## src/design/ila_pkg.sv

```systemverilog
// package: offsets, field layout, resets and types of the level registers
package ila_pkg;
   // ==========================================================
   // register map
   localparam logic [15:0] ILA_OFF_BANK_PCI_EXT      = 16'hf61c;
   localparam logic [15:0] ILA_OFF_BANK_AUDIO_SERIAL = 16'hf620;
   localparam logic [15:0] ILA_OFF_IRQ_STATUS        = 16'hf680;
   localparam logic [15:0] ILA_OFF_IRQ_ENABLE        = 16'hf684;
   localparam logic [15:0] ILA_OFF_IRQ_CLEAR         = 16'hf688;
   // ==========================================================
   // field layout
   localparam int ILA_NSRC      = 8;
   localparam int ILA_LVL_W     = 3;
   localparam int ILA_POS_F0    = 0;
   localparam int ILA_POS_F1    = 8;
   localparam int ILA_POS_F2    = 16;
   localparam int ILA_POS_F3    = 24;
   localparam logic [31:0] ILA_FIELD_MASK = 32'h07070707;
   localparam logic [2:0]  ILA_LVL_RESET  = 3'h0;
   localparam logic [2:0]  ILA_LVL_OFF    = 3'h0;
   localparam logic [31:0] ILA_DATA_RESET = 32'h00000000;
   localparam logic [1:0]  ILA_EVT_RESET  = 2'h0;
   // event bits: write to a level bank, write to an unmapped address
   localparam int ILA_EVT_LVL_WR = 0;
   localparam int ILA_EVT_BAD_WR = 1;
   // ==========================================================
   // types
   typedef logic [2:0] ila_lvl_t;
   // source order: 6,7,22,23,8,9,24,25
   typedef struct packed {
      ila_lvl_t level_src25;
      ila_lvl_t level_src24;
      ila_lvl_t level_src9;
      ila_lvl_t level_src8;
      ila_lvl_t level_src23;
      ila_lvl_t level_src22;
      ila_lvl_t level_src7;
      ila_lvl_t level_src6;
   } ila_levels_t;
   typedef struct packed {
      logic [15:0] addr;
      logic [31:0] wdata;
      logic        wr;
      logic        rd;
   } ila_bus_t;
endpackage : ila_pkg

```

## src/design/ila_level_regs.sv

```systemverilog
// module: interrupt level assignment registers with request gating
//
// Design decision made here: the address-and-strobe port.
`timescale 1ns/1ns
// Contract
// - level 000 disables source, request blocked
// - levels 001..111 enable, value is level
// - all fields reset to 000
// - fields read back last written value
// - bank0 bits 26:24 level of source 23
// - bank0 bits 18:16 level of source 22
// - bank0 bits 10:8 level of source 7
// - bank0 bits 2:0 level of source 6
// - bank1 bits 26:24 level of source 25
// - bank1 bits 18:16 level of source 24
// - bank1 bits 10:8 level of source 9
// - bank1 bits 2:0 level of source 8
// - reserved bits read zero, no function
module ila_level_regs
   import ila_pkg::*;
(
   // clock and reset
   input  wire logic                 CLK_SYS,
   input  wire logic                 ARST_N,
   // register port
   input  wire logic [15:0]          ADDR,
   input  wire logic [31:0]          WDATA,
   input  wire logic                 WR,
   input  wire logic                 RD,
   output logic      [31:0]          RDATA,
   // sources and arbitration side
   input  wire logic [ILA_NSRC-1:0]  SRC_REQ,
   output ila_levels_t               LEVELS,
   output logic      [ILA_NSRC-1:0]  REQ_FWD,
   // interrupt
   output logic                      IRQ
);
   // ==========================================================
   // storage
   ila_bus_t          bus;
   logic [31:0]       bank0_r;
   logic [31:0]       bank1_r;
   logic [1:0]        evt_sts_r;
   logic [1:0]        evt_en_r;
   logic [1:0]        evt_nxt;
   logic [1:0]        evt_en_nxt;
   logic [31:0]       rdata_nxt;
   logic [ILA_NSRC-1:0] fwd_nxt;
   ila_lvl_t          lvl_vec [ILA_NSRC];

   assign bus = '{addr: ADDR, wdata: WDATA, wr: WR, rd: RD};

   function automatic logic is_bank(input logic [15:0] a);
      is_bank = (a == ILA_OFF_BANK_PCI_EXT) ||
                (a == ILA_OFF_BANK_AUDIO_SERIAL);
   endfunction

   function automatic logic is_mapped(input logic [15:0] a);
      is_mapped = is_bank(a) || (a == ILA_OFF_IRQ_STATUS) ||
                  (a == ILA_OFF_IRQ_ENABLE) || (a == ILA_OFF_IRQ_CLEAR);
   endfunction

   // ==========================================================
   // level banks
   always_ff @(posedge CLK_SYS or negedge ARST_N) begin
      if (!ARST_N) begin
         bank0_r <= ILA_DATA_RESET;
      end else if (bus.wr && bus.addr == ILA_OFF_BANK_PCI_EXT) begin
         bank0_r <= bus.wdata & ILA_FIELD_MASK;
      end
   end

   always_ff @(posedge CLK_SYS or negedge ARST_N) begin
      if (!ARST_N) begin
         bank1_r <= ILA_DATA_RESET;
      end else if (bus.wr && bus.addr == ILA_OFF_BANK_AUDIO_SERIAL) begin
         bank1_r <= bus.wdata & ILA_FIELD_MASK;
      end
   end

   // ==========================================================
   // field mapping
   assign lvl_vec[0] = bank0_r[ILA_POS_F0 +: ILA_LVL_W];
   assign lvl_vec[1] = bank0_r[ILA_POS_F1 +: ILA_LVL_W];
   assign lvl_vec[2] = bank0_r[ILA_POS_F2 +: ILA_LVL_W];
   assign lvl_vec[3] = bank0_r[ILA_POS_F3 +: ILA_LVL_W];
   assign lvl_vec[4] = bank1_r[ILA_POS_F0 +: ILA_LVL_W];
   assign lvl_vec[5] = bank1_r[ILA_POS_F1 +: ILA_LVL_W];
   assign lvl_vec[6] = bank1_r[ILA_POS_F2 +: ILA_LVL_W];
   assign lvl_vec[7] = bank1_r[ILA_POS_F3 +: ILA_LVL_W];

   // levels to arbitration, registered once
   always_ff @(posedge CLK_SYS or negedge ARST_N) begin
      if (!ARST_N) begin
         LEVELS <= '0;
      end else begin
         LEVELS <= {lvl_vec[7], lvl_vec[6], lvl_vec[5], lvl_vec[4],
                    lvl_vec[3], lvl_vec[2], lvl_vec[1], lvl_vec[0]};
      end
   end

   // ==========================================================
   // request gating
   generate
      for (genvar i = 0; i < ILA_NSRC; i++) begin : g_fwd
         assign fwd_nxt[i] = SRC_REQ[i] && (lvl_vec[i] != ILA_LVL_OFF);
      end
   endgenerate

   always_ff @(posedge CLK_SYS or negedge ARST_N) begin
      if (!ARST_N) begin
         REQ_FWD <= '0;
      end else begin
         REQ_FWD <= fwd_nxt;
      end
   end

   // ==========================================================
   // event status, enable, clear
   always_comb begin
      evt_nxt = evt_sts_r;
      if (bus.wr && bus.addr == ILA_OFF_IRQ_CLEAR) begin
         evt_nxt = evt_nxt & ~bus.wdata[1:0];
      end
      if (bus.wr && is_bank(bus.addr)) begin
         evt_nxt[ILA_EVT_LVL_WR] = 1'b1;
      end
      if (bus.wr && !is_mapped(bus.addr)) begin
         evt_nxt[ILA_EVT_BAD_WR] = 1'b1;
      end
   end

   always_ff @(posedge CLK_SYS or negedge ARST_N) begin
      if (!ARST_N) begin
         evt_sts_r <= ILA_EVT_RESET;
      end else begin
         evt_sts_r <= evt_nxt;
      end
   end

   always_comb begin
      evt_en_nxt = evt_en_r;
      if (bus.wr && bus.addr == ILA_OFF_IRQ_ENABLE) begin
         evt_en_nxt = bus.wdata[1:0];
      end
   end

   always_ff @(posedge CLK_SYS or negedge ARST_N) begin
      if (!ARST_N) begin
         evt_en_r <= ILA_EVT_RESET;
      end else begin
         evt_en_r <= evt_en_nxt;
      end
   end

   // built from next status and next enable, so it lags neither
   always_ff @(posedge CLK_SYS or negedge ARST_N) begin
      if (!ARST_N) begin
         IRQ <= 1'b0;
      end else begin
         IRQ <= |(evt_nxt & evt_en_nxt);
      end
   end

   // ==========================================================
   // read path
   always_comb begin
      rdata_nxt = ILA_DATA_RESET;
      if (bus.addr == ILA_OFF_BANK_PCI_EXT) begin
         rdata_nxt = bank0_r;
      end else if (bus.addr == ILA_OFF_BANK_AUDIO_SERIAL) begin
         rdata_nxt = bank1_r;
      end else if (bus.addr == ILA_OFF_IRQ_STATUS) begin
         rdata_nxt = {30'h0, evt_sts_r};
      end else if (bus.addr == ILA_OFF_IRQ_ENABLE) begin
         rdata_nxt = {30'h0, evt_en_r};
      end
   end

   always_ff @(posedge CLK_SYS or negedge ARST_N) begin
      if (!ARST_N) begin
         RDATA <= ILA_DATA_RESET;
      end else if (bus.rd) begin
         RDATA <= rdata_nxt;
      end else begin
         RDATA <= ILA_DATA_RESET;
      end
   end

   generate
      for (genvar k = 0; k < ILA_NSRC; k++) begin : g_chk

      end
   endgenerate
endmodule // ila_level_regs

```

## config.mk

```make
export PLATFORM = sky130hd
export DESIGN_NAME = ila_level_regs
export DESIGN_NICKNAME = d
export VERILOG_FILES = /design/src/design/ila_pkg.sv /design/src/design/ila_level_regs.sv
export SDC_FILE = /design/constraint.sdc
export NUM_CORES = 1
export LEC_CHECK = 0
export ABC_CLOCK_PERIOD_IN_PS = 1100
export BUFFER_PORTS_ARGS = -buffer_cell sky130_fd_sc_hd__buf_2
export CAP_MARGIN = 15
export CORE_MARGIN = 5
export CORE_UTILIZATION = 44
export CTS_BUF_LIST = sky130_fd_sc_hd__clkbuf_8
export DETAILED_ROUTE_END_ITERATION = 6
export GPL_TIMING_DRIVEN = 0
export HOLD_SLACK_MARGIN = 0.08
export PLACE_DENSITY = 0.83
export SLEW_MARGIN = 20
export SYNTH_ARGS = -nofsm -noshare
export SYNTH_HDL_FRONTEND = slang
export SYNTH_SLANG_ARGS = --single-unit
export TNS_END_PERCENT = 50
```

## constraint.sdc

```tcl
create_clock -name CLK_SYS -period 1.1 [get_ports CLK_SYS]
set_input_delay 0.11 -clock CLK_SYS [delete_from_list [all_inputs] [get_ports CLK_SYS]]
set_output_delay 0.11 -clock CLK_SYS [all_outputs]
set_load 0.005 [all_outputs]
```

# == Word-level counts from Yosys, hierarchy flattened ==
# Cells that the tools add are included.
# classes
mux,9
n_eq_ne,5
reduce_logical,28
bitwise_logic,3
# op_table
cell,count
32-bit 2-to-1 mux,4
16-bit == test (second input constant),5
3-bit nonzero test,8
1-bit logical AND,14
2-bit 2-to-1 mux,3
2-bit AND,2
1-bit logical OR,4
1-bit 2-to-1 mux,2
2-bit inverter,1
2-bit OR reduction,1
1-bit logical NOT,1
# word_totals
register_bits,93
output_inout_bits,65
wordCells,60
input_bits,60

# == Depth between registers and ports, before layout ==
# depth
depth_word,10
mapped_depth,7
depth_no_buf,5

# == Least setup slack after synthesis ==
# No wires, ideal clock.
# synth_timing
path_kind,input to register
startpoint,input port ADDR[6]
endpoint,register IRQ
required_ps,979
stages,5
path_buffers,0
slack_ps,-351
setup_ps,121
arrival_ps,1330
path_cell_list,nor3b_4 > nand4_1 > nor3_2 > mux2_2 > a22o_1
# synth_between
elab_cells_between_ends,20
classes_between,5 x eq/ne; 4 x mux; 1 x bitwise; 10 x reduce/logical
# synth_lines
element,line,text
"start, declared",ila_level_regs.sv:26,"input wire logic [15:0] ADDR,"
16-bit == test,ila_level_regs.sv:143,if (bus.wr && bus.addr == ILA_OFF_IRQ_ENABLE) begin
1-bit logical AND,ila_level_regs.sv:143,
2-bit 2-to-1 mux,ila_level_regs.sv:143,
net evt_en_nxt[0],ila_level_regs.sv:46,logic [1:0] evt_en_nxt;
2-bit AND,ila_level_regs.sv:161,IRQ <= |(evt_nxt & evt_en_nxt);
2-bit OR reduction,ila_level_regs.sv:161,
"end signal, assigned",ila_level_regs.sv:161,
"end, declared",ila_level_regs.sv:36,output logic IRQ
# The timed path passes the listed nets, and every way through them passes these cells.
# A chain may end at the register's enable or synchronous reset.

# == Worst setup path in the final report ==
# layout_timing
startpoint,input port ADDR[4]
endpoint,register IRQ
# The elaborated chain is that of the path after synthesis.

==> impl_metrics.tcl <==
set metrics [dict create \
    outcome "complete, but fails checks" \
    failed_checks "negative setup slack" \
    coreArea_um2 6350 \
    gp_congestion 0.753 \
    seqPwrFrac_pct 50.5 \
    finalNonFillerCells 426 \
    endpoint_kind "flip-flop" \
    diodes 0 \
    drtAntennaViolNets 0 \
    grt_pass1_wl_um 10800 \
    fmax_ghz 0.787 \
    grt_pass1_vias 2185 \
    ys_ff_latch 73 \
    cp_slowest_cell "mux2_4" \
    crit_chain "buf_6, and4bb_2, nand4_1, nor3_4, mux2_4, a22o_1" \
    grt.overflow.total 0 \
    initial_core_util_pct 45.5 \
    final_cell_mix "80 x buf_2, 73 x dfrtp_1, 33 x buf_4" \
    vias 2044 \
    drive_above_1_share_pct 51.0 \
    place_inst 376 \
    startpoint_type "primary input" \
    first_pass_iters 4 \
    switching_share_pct 20.9 \
    finalHoldViolCount 0 \
    pwr-share-clk_pct 42.7 \
    finalSetupTns_ps -2630 \
    cts_buffer_depth 2 \
    slew_violations 0 \
    grt_max_degree 49 \
    p_int_uw 4210 \
    cts_tree "done" \
    track_usage_pct 16.4 \
    clk_latency_ps 340 \
    path_buf_inv 1 \
    chipWidth_um 91.0 \
    worstPathMaxFanout 3 \
    hold_path_end "evt_sts_r[1]" \
    crit_arrival_ps 1500 \
    finalSetupViolations 27 \
    cts.htree.levels 3 \
    drc_errors 0 \
    area_growth_pct 44.9 \
    rows 29 \
    combPwrFrac_pct 6.9 \
    r2r-end "RDATA[0]" \
    p_per_area_nw_per_um2 1270 \
    leakage_uw 0.00230 \
    slowest_delay_ps 330 \
    yosysWarningCount 0 \
    fin_ws_ps -171 \
    path_clk_slew_ps 70 \
    synthCells 196 \
    crit_type "in2reg" \
    wl_per_cell_um 16.0 \
    hp-class "in2reg" \
    antenna_found_initial 0 \
    io_buffers 83 \
    viasPerCell 4.80 \
    cts_root_buffer "clkbuf_8" \
    min_from "WR" \
    crit_family "simple AND/OR/NAND/NOR gates" \
    routed_wl_um 6840 \
    final_common_cell "buf_2" \
    rsz0062_at_grt "yes" \
    synth_area_um2 2890 \
    numCtsBuffers 9 \
    dieArea_um2 8280 \
    post-route-min-period_ps 1270 \
    post-route-period-util_pct 116 \
    dieHeight_um 91.0 \
    cp.required_ps 1330 \
    synth.distinct_cells 34 \
    skew_ps 6.10 \
    cts.sinks 73 \
    r2r_slack_ps 30 \
    vdd_drop_max_uv 1340 \
    r2r_start "bank0_r[0]" \
    synth.yosys.seq_area_share_pct 63.3 \
    cap_violations 0 \
    worst-path-stages 6 \
    final_nets 404 \
    r2r_cells 4 \
    worstHoldPathCells 3 \
    ios 125 \
    netSwitchingPower_uw 1110 \
    hpwl_um 4550 \
    syn_avg_cell_area_um2 14.7 \
    drtIter0Drc 98 \
]
## area by class of cell
class	instances	area (um^2)
Buffer	26	216
Sequential cell	73	1830
Clock inverter	6	82.6
Multi-Input combinational cell	115	1020
Inverter	1	3.75
Fill cell	428	2170
Timing Repair Buffer	118	803
Clock buffer	10	138
Tap cell	77	96.3
## synth_stat cells (all sizes together)
| cell type | instances | area share, % |
|---|---|---|
| a21boi | 1 | 0.26 |
| a21oi | 1 | 0.17 |
| a22o | 2 | 0.61 |
| a22oi | 10 | 2.6 |
| and2 | 1 | 0.22 |
| and4 | 2 | 0.61 |
| and4bb | 1 | 0.43 |
| buf | 25 | 6.5 |
| clkbuf | 1 | 0.13 |
| conb | 1 | 0.13 |
| dfrtp | 73 | 63 |
| inv | 1 | 0.13 |
| mux2 | 26 | 13 |
| mux2i | 2 | 0.69 |
| nand2 | 4 | 0.52 |
| nand3 | 4 | 0.69 |
| nand4 | 2 | 0.95 |
| nor2 | 6 | 0.95 |
| nor2b | 10 | 2.2 |
| nor3 | 7 | 1.4 |
| nor3b | 1 | 0.65 |
| nor4bb | 1 | 0.35 |
| o21a | 1 | 0.26 |
| o21ai | 2 | 0.35 |
| o2bb2ai | 1 | 0.30 |
| o31a | 8 | 2.4 |
| o31ai | 1 | 0.26 |
| or3 | 1 | 0.22 |
## worst min-delay path, cell delays in order
cell and delay (ps):
buf_2 170, o21ai_0 90, o2bb2ai_1 100
## metrics by stage
step	util [%]	hold WS [ps]	cell area, um^2	worst slack [ps]	power, uW
final	65.9	174	4180	-171	5320
after global routing	65.9	177	4180	-212	5510
after CTS	64.1	146	4070	-132	5350
after detailed placement	55.5	46.2	3520	-610	3010
after global placement	55.0	330	3490	-578	2990
after floorplan	-	-186	2980	-345	2850
## kinds of logic after synthesis
logic type	count (synthesis)	synth area share (%)
AOI/OAI and AO/OA	27	7.24
buffers and inverters	27	6.76
DFF	73	63.3
muxes	28	13.4
other	1	0.130
and+or+nand+nor	40	9.15
## flip-flops by register name, summed over array words and instances, names as in the netlist
signal and flops:
REQ_FWD 8, bank0_r 12, RDATA 12, evt_sts_r 2, bank1_r 12, evt_en_r 2
IRQ 1, LEVELS 24
## worst max-delay path by stage
stage	startpoint	end
after floorplan	ADDR[6]	IRQ
after detailed placement	ADDR[6]	IRQ
after CTS	ADDR[4]	IRQ
after global placement	ADDR[6]	IRQ
final	ADDR[4]	IRQ
after global routing	ADDR[4]	IRQ
## repair_timing
item,CTS,global route
resized for setup,14,9
setup buffers,6,4
endpoints found under the setup margin,24,35
pin swaps,5,2
endpoints found under the hold margin,107,0
hold buffers,22,0
gates cloned,0,2
## per-layer routing
layer	vias up	GRT usage, %	routed length, um
met2	86	26.6	3460
met5	-	0	0
met4	0	4.40	60
li1	954	-	-
met1	998	21.0	2820
met3	6	5.95	495
## power by group through the flow
stage               clock [uW]  combinational (uW)  sequential, uW
CTS                       2310                 358            2680
detailed placement           0                 278            2740
finish                    2270                 364            2680
global placement             0                 258            2740
global route              2420                 406            2680
floorplan                    0                 111            2740
Power figures use the tool's default switching activity.
